### config.mk
export PLATFORM = sky130hd
export DESIGN_NAME = muxed_bus_port
export DESIGN_NICKNAME = d
export VERILOG_FILES = /design/src/rtl/pin_sync.v /design/src/rtl/muxed_bus_port.v
export VERILOG_INCLUDE_DIRS = /design/src /design/src/rtl
export SDC_FILE = /design/constraint.sdc
export NUM_CORES = 1
export LEC_CHECK = 0
export BUFFER_PORTS_ARGS = -buffer_cell sky130_fd_sc_hd__buf_2
export CORE_ASPECT_RATIO = 0.6
export CORE_MARGIN = 4
export CORE_UTILIZATION = 50
export CTS_BUF_LIST = sky130_fd_sc_hd__clkbuf_2
export DETAILED_ROUTE_END_ITERATION = 12
export PLACE_DENSITY = 0.75
export SYNTH_ARGS = -nofsm -noshare
export SYNTH_HDL_FRONTEND = slang
export SYNTH_SLANG_ARGS = --single-unit
### constraint.sdc
create_clock -name sys_clk -period 2.9 [get_ports sys_clk]
set_input_delay 0.58 -clock sys_clk [delete_from_list [all_inputs] [get_ports sys_clk]]
set_output_delay 0.58 -clock sys_clk [all_outputs]
set_load 0.01 [all_outputs]
### src/rtl/muxed_port_defs.vh
// Constants for the multiplexed host port of the clock device.
// Assumes inclusion by bare name from rtl/ files only.
`ifndef MUXED_PORT_DEFS_VH
`define MUXED_PORT_DEFS_VH
`define ADDR_RESET 8'h00
`define DATA_RESET 8'h00
`define RESET_MIN_MS 200
`define STATUS_REG_ADDR 8'h0C
`define CTRL_REG_ADDR 8'h0B
`define CTRL_PERIODIC_EN_BIT 6
`define CTRL_ALARM_EN_BIT 5
`define CTRL_UPDATE_EN_BIT 4
`define CTRL_SQUARE_EN_BIT 3
`define STAT_SUMMARY_BIT 7
`define STAT_PERIODIC_BIT 6
`define STAT_ALARM_BIT 5
`define STAT_UPDATE_BIT 4
`define SYNC_WARM 2'h3
`endif

### src/rtl/pin_sync.v
// Two-flop synchroniser for a bundle of asynchronous pins.
// Assumes one clock domain; first stage is read only by the second.
`default_nettype none
module pin_sync #(
  parameter WIDTH = 8
) (
  input wire sys_clk,
  input wire rstn,
  input wire [WIDTH-1:0] pin_in,
  output reg [WIDTH-1:0] pin_sync_out
);
  reg [WIDTH-1:0] meta;
  always @(posedge sys_clk or negedge rstn) begin
    if (!rstn) begin
      meta <= {WIDTH{1'b0}};
      pin_sync_out <= {WIDTH{1'b0}};
    end else begin
      meta <= pin_in;
      pin_sync_out <= meta;
    end
  end
endmodule // pin_sync
`default_nettype wire

### src/rtl/muxed_bus_port.v
// Host port of a real-time clock: multiplexed address/data bus, two timing
// styles, reset effects on interrupt bits and the open-drain request output.
// Assumes all pins are asynchronous to sys_clk; timekeeping lives elsewhere.
`default_nettype none
`include "muxed_port_defs.vh"
module muxed_bus_port (
  input wire sys_clk,
  input wire rstn,
  input wire timing_style_strap,
  input wire addr_strobe,
  input wire data_strobe_or_read_en,
  input wire rw_dir,
  input wire chip_sel_n,
  input wire reset_pin_n,
  input wire [7:0] ad_in,
  output reg [7:0] ad_out,
  output reg ad_oe,
  output reg irq_n_out,
  output reg irq_n_oe,
  input wire periodic_event,
  input wire alarm_event,
  input wire update_event,
  input wire [7:0] reg_rd_data,
  output reg [7:0] reg_addr,
  output reg [7:0] reg_wr_data,
  output reg reg_wr,
  output reg reg_rd,
  output reg periodic_int_en,
  output reg alarm_int_en,
  output reg update_end_int_en,
  output reg square_wave_out_en,
  output reg alarm_int_flag,
  output reg update_end_flag,
  output reg periodic_flag,
  output reg int_summary_flag,
  output reg strobe_style
);
  // ----------------------------------------
  // Decoding helpers
  // ----------------------------------------
  function is_status;
    input [7:0] addr;
    begin
      is_status = (addr == `STATUS_REG_ADDR);
    end
  endfunction

  function is_ctrl;
    input [7:0] addr;
    begin
      is_ctrl = (addr == `CTRL_REG_ADDR);
    end
  endfunction

  function [7:0] status_byte;
    input summary;
    input periodic;
    input alarm;
    input update;
    begin
      status_byte = 8'h00;
      status_byte[`STAT_SUMMARY_BIT] = summary;
      status_byte[`STAT_PERIODIC_BIT] = periodic;
      status_byte[`STAT_ALARM_BIT] = alarm;
      status_byte[`STAT_UPDATE_BIT] = update;
    end
  endfunction

  function [7:0] ctrl_byte;
    input periodic;
    input alarm;
    input update;
    input square;
    begin
      ctrl_byte = 8'h00;
      ctrl_byte[`CTRL_PERIODIC_EN_BIT] = periodic;
      ctrl_byte[`CTRL_ALARM_EN_BIT] = alarm;
      ctrl_byte[`CTRL_UPDATE_EN_BIT] = update;
      ctrl_byte[`CTRL_SQUARE_EN_BIT] = square;
    end
  endfunction

  // ----------------------------------------
  // Pin synchronisers
  // ----------------------------------------
  wire [13:0] sync_bus;
  pin_sync #(.WIDTH(14)) u_sync (
    .sys_clk(sys_clk),
    .rstn(rstn),
    .pin_in({timing_style_strap, addr_strobe, data_strobe_or_read_en, rw_dir, chip_sel_n, reset_pin_n, ad_in}),
    .pin_sync_out(sync_bus)
  );
  wire s_strap = sync_bus[13];
  wire s_astb = sync_bus[12];
  wire s_dstb = sync_bus[11];
  wire s_rw = sync_bus[10];
  wire s_cs_n = sync_bus[9];
  wire s_rst_n = sync_bus[8];
  wire [7:0] s_ad = sync_bus[7:0];

  // ----------------------------------------
  // Warm-up after reset
  // ----------------------------------------
  // Synchronisers come out of reset low, not at the pins' idle levels;
  // edges are ignored until both stages and the history hold real pin values
  reg [1:0] warm;
  always @(posedge sys_clk or negedge rstn) begin
    if (!rstn) begin
      warm <= 2'h0;
    end else if (warm != `SYNC_WARM) begin
      warm <= warm + 2'h1;
    end
  end
  wire edges_ok = (warm == `SYNC_WARM);

  // ----------------------------------------
  // Edge detection
  // ----------------------------------------
  reg astb_d;
  reg dstb_d;
  reg rw_d;
  reg addr_valid;
  // Data sampled one cycle behind so write data lines up with the delayed edge
  reg [7:0] ad_d;
  always @(posedge sys_clk or negedge rstn) begin
    if (!rstn) begin
      astb_d <= 1'b0;
      dstb_d <= 1'b0;
      rw_d <= 1'b1;
      ad_d <= `DATA_RESET;
    end else begin
      astb_d <= s_astb;
      dstb_d <= s_dstb;
      rw_d <= s_rw;
      ad_d <= s_ad;
    end
  end
  wire astb_fall = edges_ok & astb_d & ~s_astb;
  wire astb_rise = edges_ok & ~astb_d & s_astb;
  wire dstb_fall = edges_ok & dstb_d & ~s_dstb;
  wire dstb_rise = edges_ok & ~dstb_d & s_dstb;
  wire rw_rise = edges_ok & ~rw_d & s_rw;
  wire port_ok = edges_ok & s_rst_n & ~s_cs_n & addr_valid;

  // ----------------------------------------
  // Timing style, address latch
  // ----------------------------------------
  // Strap is sampled continuously; a strap is static in practice
  always @(posedge sys_clk or negedge rstn) begin
    if (!rstn) begin
      strobe_style <= 1'b0;
      reg_addr <= `ADDR_RESET;
      addr_valid <= 1'b0;
    end else begin
      strobe_style <= s_strap;
      if (astb_fall) begin
        reg_addr <= ad_d;
        addr_valid <= 1'b1;
      end else if (astb_rise) begin
        reg_addr <= `ADDR_RESET;
        addr_valid <= 1'b0;
      end
    end
  end

  // ----------------------------------------
  // Read and write decoding
  // ----------------------------------------
  // Strobe style: read while strobe and direction high; write at strobe fall
  // Enable style: read while enable low with direction high; write at rw rise
  wire read_active = strobe_style ? (s_dstb & s_rw) : (~s_dstb & s_rw);
  wire write_take = strobe_style ? (dstb_fall & ~rw_d) : rw_rise;
  wire read_end = strobe_style ? dstb_fall : dstb_rise;
  reg read_seen;
  wire status_read_done = read_end & read_seen & is_status(reg_addr);

  always @(posedge sys_clk or negedge rstn) begin
    if (!rstn) begin
      ad_out <= `DATA_RESET;
      ad_oe <= 1'b0;
      reg_wr <= 1'b0;
      reg_rd <= 1'b0;
      reg_wr_data <= `DATA_RESET;
      read_seen <= 1'b0;
    end else begin
      reg_wr <= port_ok & write_take;
      reg_rd <= port_ok & read_active & ~read_seen;
      if (port_ok & write_take) begin
        reg_wr_data <= ad_d;
      end
      if (port_ok & read_active & ~read_end) begin
        ad_oe <= 1'b1;
        read_seen <= 1'b1;
        if (is_status(reg_addr)) begin
          ad_out <= status_byte(int_summary_flag, periodic_flag, alarm_int_flag, update_end_flag);
        end else if (is_ctrl(reg_addr)) begin
          ad_out <= ctrl_byte(periodic_int_en, alarm_int_en, update_end_int_en, square_wave_out_en);
        end else begin
          ad_out <= reg_rd_data;
        end
      end else begin
        ad_oe <= 1'b0;
        if (read_end | ~port_ok) begin
          read_seen <= 1'b0;
        end
      end
    end
  end

  // ----------------------------------------
  // Interrupt enables and flags
  // ----------------------------------------
  // Only interrupt state and the square-wave enable live here; time, calendar and RAM are untouched
  wire ctrl_wr = port_ok & write_take & is_ctrl(reg_addr);
  wire [2:0] pend = {periodic_flag & periodic_int_en, alarm_int_flag & alarm_int_en,
                     update_end_flag & update_end_int_en};

  // Enables: host writes, the reset pin forces them off
  always @(posedge sys_clk or negedge rstn) begin
    if (!rstn) begin
      periodic_int_en <= 1'b0;
      alarm_int_en <= 1'b0;
      update_end_int_en <= 1'b0;
      square_wave_out_en <= 1'b0;
    end else if (!s_rst_n) begin
      periodic_int_en <= 1'b0;
      alarm_int_en <= 1'b0;
      update_end_int_en <= 1'b0;
      square_wave_out_en <= 1'b0;
    end else if (ctrl_wr) begin
      periodic_int_en <= ad_d[`CTRL_PERIODIC_EN_BIT];
      alarm_int_en <= ad_d[`CTRL_ALARM_EN_BIT];
      update_end_int_en <= ad_d[`CTRL_UPDATE_EN_BIT];
      square_wave_out_en <= ad_d[`CTRL_SQUARE_EN_BIT];
    end
  end

  // Periodic flag is not among those the reset pin clears, so it keeps latching events
  always @(posedge sys_clk or negedge rstn) begin
    if (!rstn) begin
      periodic_flag <= 1'b0;
    end else begin
      periodic_flag <= periodic_event | (periodic_flag & ~status_read_done);
    end
  end

  // New events win over a clearing status read in the same cycle
  always @(posedge sys_clk or negedge rstn) begin
    if (!rstn) begin
      alarm_int_flag <= 1'b0;
      update_end_flag <= 1'b0;
      int_summary_flag <= 1'b0;
    end else if (!s_rst_n) begin
      alarm_int_flag <= 1'b0;
      update_end_flag <= 1'b0;
      int_summary_flag <= 1'b0;
    end else begin
      alarm_int_flag <= alarm_event | (alarm_int_flag & ~status_read_done);
      update_end_flag <= update_event | (update_end_flag & ~status_read_done);
      int_summary_flag <= (|pend) | (int_summary_flag & ~status_read_done);
    end
  end

  // ----------------------------------------
  // Open-drain request
  // ----------------------------------------
  // The pin level is only ever low; the enable decides whether it is pulled
  always @(posedge sys_clk or negedge rstn) begin
    if (!rstn) begin
      irq_n_oe <= 1'b0;
      irq_n_out <= 1'b0;
    end else if (!s_rst_n) begin
      irq_n_oe <= 1'b0;
      irq_n_out <= 1'b0;
    end else begin
      irq_n_oe <= |pend;
      irq_n_out <= 1'b0;
    end
  end
endmodule // muxed_bus_port
`default_nettype wire

Word level (Yosys, flattened, before mapping) --
Cells that the tools add are included.
Word-level totals: flip-flop bits (word level) 80, input bits 27, output and inout bits 38, logic and storage cells 103
Operators by class: add/subtract/negate cells 1, equality and inequality tests 5, muxes and demuxes 24, bitwise logic cells 45, reduce and logical (&&, ||, !) cells 3
Operators with widths (count):
- 8-bit two-way mux | 4
- 1-bit bitwise AND | 30
- 1-bit two-way mux | 20
- 8-bit by 4-bit == test with 1-bit output, second input constant | 2
- 1-bit inverter | 10
- 1-bit OR | 5
- 2-bit inequality test, second input constant | 2
- 2-bit nonzero test | 2
- 3-bit OR reduction | 1
- 2-bit by 1-bit adder with 2-bit output, second input constant | 1
- 2-bit == test, second input constant | 1

Longest topological paths before layout --
word-level depth 10, mapped depth 8, depth with buffers taken out 5

Cells and area by module --
A second synthesis with hierarchy kept.
Second synthesis, totals: cells, all modules 193, area total of the unflattened synthesis 2826.5 um^2
By module, submodules not included:
- muxed_bus_port | times used 1, cells an instance 165, area each 2125.8 um^2, seq. area each 1302.5 um^2
- pin_sync | times used 1, cells an instance 28, area each 700.7 um^2, seq. area each 700.7 um^2

Worst setup path after synthesis --
Ideal clock, no wire load.
path type register to register, start point register reg_addr[5], end point register ad_out[4], setup time 127 ps, data arrival time 1607 ps, required time 2773 ps, slack 1166 ps, cell stages (with the launch flop) 5, buffers on the path 0, period minus slack after synthesis 1734 ps, cell sequence dfrtp_1 > or4_4 > or2_4 > a211oi_1 > o31ai_1
Between the ends: longest elaborated chain between the ends 3, elaborated cells between the ends (all ways) 4, classes of those cells eq/ne: 2; mux: 2
Ends and longest elaborated chain:
- start: declaration | RTL line muxed_bus_port.v:24 | output reg [7:0] reg_addr,
- start signal: assignment | RTL line muxed_bus_port.v:152 | reg_addr <= `ADDR_RESET;
- start signal: assignment | RTL line muxed_bus_port.v:160 | reg_addr <= `ADDR_RESET;
- 8-bit by 4-bit == test with 1-bit output (no source line)
- 8-bit two-way mux | RTL line muxed_bus_port.v:196 | end else if (is_ctrl(reg_addr)) begin
- 8-bit two-way mux * | RTL line muxed_bus_port.v:194 | if (is_status(reg_addr)) begin
- end signal: assignment | RTL line muxed_bus_port.v:195 | ad_out <= status_byte(int_summary_flag, periodic_flag, alarm_int_flag, update_end_flag);
- end signal: assignment | RTL line muxed_bus_port.v:197 | ad_out <= ctrl_byte(periodic_int_en, alarm_int_en, update_end_int_en, square_wave_out_en);
- end signal: assignment | RTL line muxed_bus_port.v:199 | ad_out <= reg_rd_data;
- end: declaration | RTL line muxed_bus_port.v:16 | output reg [7:0] ad_out,
Every way passes the cells marked *; elsewhere a longest branch is shown, timed or not. A chain may end at the register's enable or synchronous reset.

Final worst setup path --
start point register warm[0], end point register ad_out[2]
Between the ends: longest elaborated chain between the ends 6, elaborated cells between the ends (all ways) 12, classes of those cells eq/ne: 1; mux: 1; bitwise: 10
Ends and longest elaborated chain:
- start: declaration | RTL line muxed_bus_port.v:106 | reg [1:0] warm;
- start signal: assignment | RTL line muxed_bus_port.v:111 | warm <= warm + 2'h1;
- 2-bit == test (no source line) *
- 1-bit bitwise AND, on equally long branches (2 in series) | RTL line muxed_bus_port.v:143, muxed_bus_port.v:140, muxed_bus_port.v:141
- 1-bit bitwise AND or 1-bit two-way mux (tied branches) | RTL line muxed_bus_port.v:143, muxed_bus_port.v:173
- 1-bit bitwise AND or 1-bit inverter (tied branches) | RTL line muxed_bus_port.v:191 | if (port_ok & read_active & ~read_end) begin
- 1-bit bitwise AND * | RTL line muxed_bus_port.v:191
Marks and branches as above.

==> flow_summary.json <==
{
  "nets": 291,
  "finalSetupViolations": 0,
  "synthCells": 197,
  "rsz0062_at_grt": "false",
  "clk_pin_slew_ns": 0.23,
  "n_antenna_cell": 0,
  "synth_cell_types": 45,
  "hold_depth": 1,
  "drc": 0,
  "grt_max_degree": 81,
  "fin_worst_skew_ns": 0.0285,
  "ff2ff_path_depth": 5,
  "syn_area_sq_um": 2870,
  "max_freq_mhz": 494,
  "fin_crit_ns": 2.03,
  "die_area_sq_um": 7060,
  "grt_pass1_vias": 1765,
  "hp-start": "ad_in[2]",
  "arrival_ns": 2.48,
  "avgSynthCellArea_sq_um": 14.6,
  "hold_class": "input pin to flop",
  "grt_overflow": 0,
  "antenna_found_initial": 0,
  "grt_pass1_wl_um": 8600,
  "slowest_stage": "or3b_1",
  "numClockSinks": 80,
  "cp-end-kind": "flop",
  "cts_tree": "built",
  "gp_congestion": 0.855,
  "synth_flop_cell": "dfrtp_1",
  "die_x_um": 106,
  "wirelength_um": 5220,
  "cts_resized": 0,
  "min_to": "u_sync.meta[2]",
  "io-pin-count": 65,
  "async_reset_ff_share_pct": 100,
  "r2r_slack_ns": 0.87,
  "post_cts_buffers": 0,
  "finalCritPeriodShare_pct": 69.9,
  "drtIter0Drc": 94,
  "portBuffers": 63,
  "cts-hold-fix-buffers": 0,
  "synth_edf_count": 0,
  "maxCapViolCount": 0,
  "synth_top_cell_by_area": "dfrtp_1",
  "drv_slew": 0,
  "finalSetupTns_ns": 0,
  "core_area_sq_um": 5570,
  "ir_drop_v": 0.000288,
  "clockBufferDepth": 2,
  "num_vias": 1790,
  "synth_area_leaders": "dfrtp_1, a22o_1, mux2_2",
  "cts_made_buffers": 9,
  "dieHeight_um": 66.7,
  "yosysTopAreaCellShare_pct": 68.8,
  "area_growth_pct": 16.8,
  "num_rows": 21,
  "ys_seq_area_share_pct": 69.7,
  "fin_area_sq_um": 3360,
  "place_area_sq_um": 3240,
  "rr_endpoint": "ad_out[2]",
  "ys.warnings.count": 0,
  "start_kind": "flop",
  "start_util_pct": 51.6,
  "ant_nets": 0,
  "htree_num_levels": 3,
  "p_leak_nw": 1.67,
  "dp_hpwl_um": 3730,
  "insertion_delay_ns": 0.52,
  "yosysMostFrequentCell": "dfrtp_1",
  "layoutNonFillerInstCount": 348,
  "r2r_start": "warm[0]",
  "tightest_slew_ns": 0.943,
  "dp_cells": 332,
  "ys_seq_elements": 80,
  "status": "complete, no violations",
  "cp_slowest_stage_delay_ns": 0.59,
  "cts-root-buf": "clkbuf_2",
  "path_buf_inv": 0,
  "detail_route.wl_per_cell_um": 15.0,
  "vias_per_cell": 5.14,
  "power_density_nw_per_um2": 637,
  "layout-drive-gt1-share_pct": 38.8,
  "first_pass_iters": 4,
  "synth_nets": 225,
  "finalHoldViolations": 0,
  "crit_fanout": 15,
  "synthTopCellsByCount": "dfrtp_1, a22o_1, nand2_1",
  "path_cells": "ha_1, nand4b_4, or3b_1, nor3_2, a22o_1",
  "cp_top_family": "simple AND/OR/NAND/NOR gates",
  "path_depth": 5,
  "path_class": "flop to flop",
  "slew_headroom_pct": 37.1,
  "gr-usage-all-layers_pct": 16.3,
  "crit_required_ns": 3.35
}
[worst max-delay path by stage]
stage,start,to
floorplan,reg_addr[5],ad_out[4]
global placement,warm[0],ad_out[0]
detailed placement,warm[0],ad_out[2]
CTS,warm[0],ad_out[2]
global route,warm[0],ad_out[2]
finish,warm[0],ad_out[2]
[sequential cells by signal, summed over array words and instances, names as in the netlist, 2 cells and up]
name	count
warm	2
ad_d	8
u_sync.pin_sync_out	14
reg_wr_data	8
u_sync.meta	14
reg_addr	8
ad_out	8
[layout make-up]
| class | count | area, sq um |
|---|---|---|
| multi-input cells | 102 | 787 |
| repair buffers | 64 | 325 |
| clock buffers | 10 | 50.0 |
| inverters | 6 | 22.5 |
| flip-flops and latches | 80 | 2000 |
| clock inverters | 6 | 67.6 |
| fillers | 462 | 2210 |
| well taps | 80 | 100 |
[per-layer routing]
layer	track usage (%)	up-vias	share of wire (%)
met5	0	-	0
met1	21.7	876	48
met4	6.46	0	0.59
met3	7.55	4	9.1
met2	23.3	72	42
li1	-	838	-
[layout by cell type (no fill, tap or decap), types with 2 or more instances in the layout]
master | synthesis | final
buf_4 | 3 | 2
o21bai_1 | 2 | 2
a22o_1 | 17 | 17
a31o_2 | 4 | 4
o21ai_1 | 3 | 3
nor4_1 | 3 | 3
clkbuf_2 | 0 | 10
or2b_1 | 2 | 2
a22o_2 | 2 | 2
mux2_2 | 9 | 9
a21oi_1 | 4 | 4
o31ai_1 | 4 | 4
dfrtp_1 | 79 | 79
a211oi_1 | 2 | 2
nor3_1 | 2 | 2
inv_1 | 6 | 6
inv_6 | 0 | 2
nor2_1 | 8 | 8
and3_1 | 5 | 5
xnor2_1 | 2 | 2
nand2_1 | 11 | 11
buf_2 | 1 | 62
[metrics by stage]
stage,total power [W],setup WS (ns),utilization (%),hold WS [ns]
6_report,0.00214,0.874,60.2,0.145
5_1_grt,0.00225,0.705,60.2,0.0568
4_1_cts,0.00216,0.868,60.2,0.107
3_5_place_dp,0.00159,0.923,58.1,0.335
3_3_place_gp,0.00158,0.979,58.1,0.332
2_1_floorplan,0.00144,1.17,-,0.284
[cell families (layout without fill, tap and decap cells)]
| kind of cell | count (synthesis) | count (layout) | synth area share, % |
|---|---|---|---|
| compound gates | 42 | 42 | 12.5 |
| xor+xnor | 2 | 2 | 0.610 |
| fa+ha+maj | 1 | 1 | 0.435 |
| buf+inv | 15 | 86 | 2.92 |
| flops | 80 | 80 | 69.7 |
| mux | 10 | 10 | 3.87 |
| other cells | 1 | 1 | 0.130 |
| simple gates | 46 | 46 | 9.88 |
[power breakdown]
part           leakage [nW]  internal (W)  switching, W  total [W]
Sequential            0.971       0.00122     0.0000703    0.00129
Clock                0.0706      0.000208      0.000367   0.000575
Combinational         0.626      0.000133      0.000139   0.000272
(Power assumes the default switching activity.)
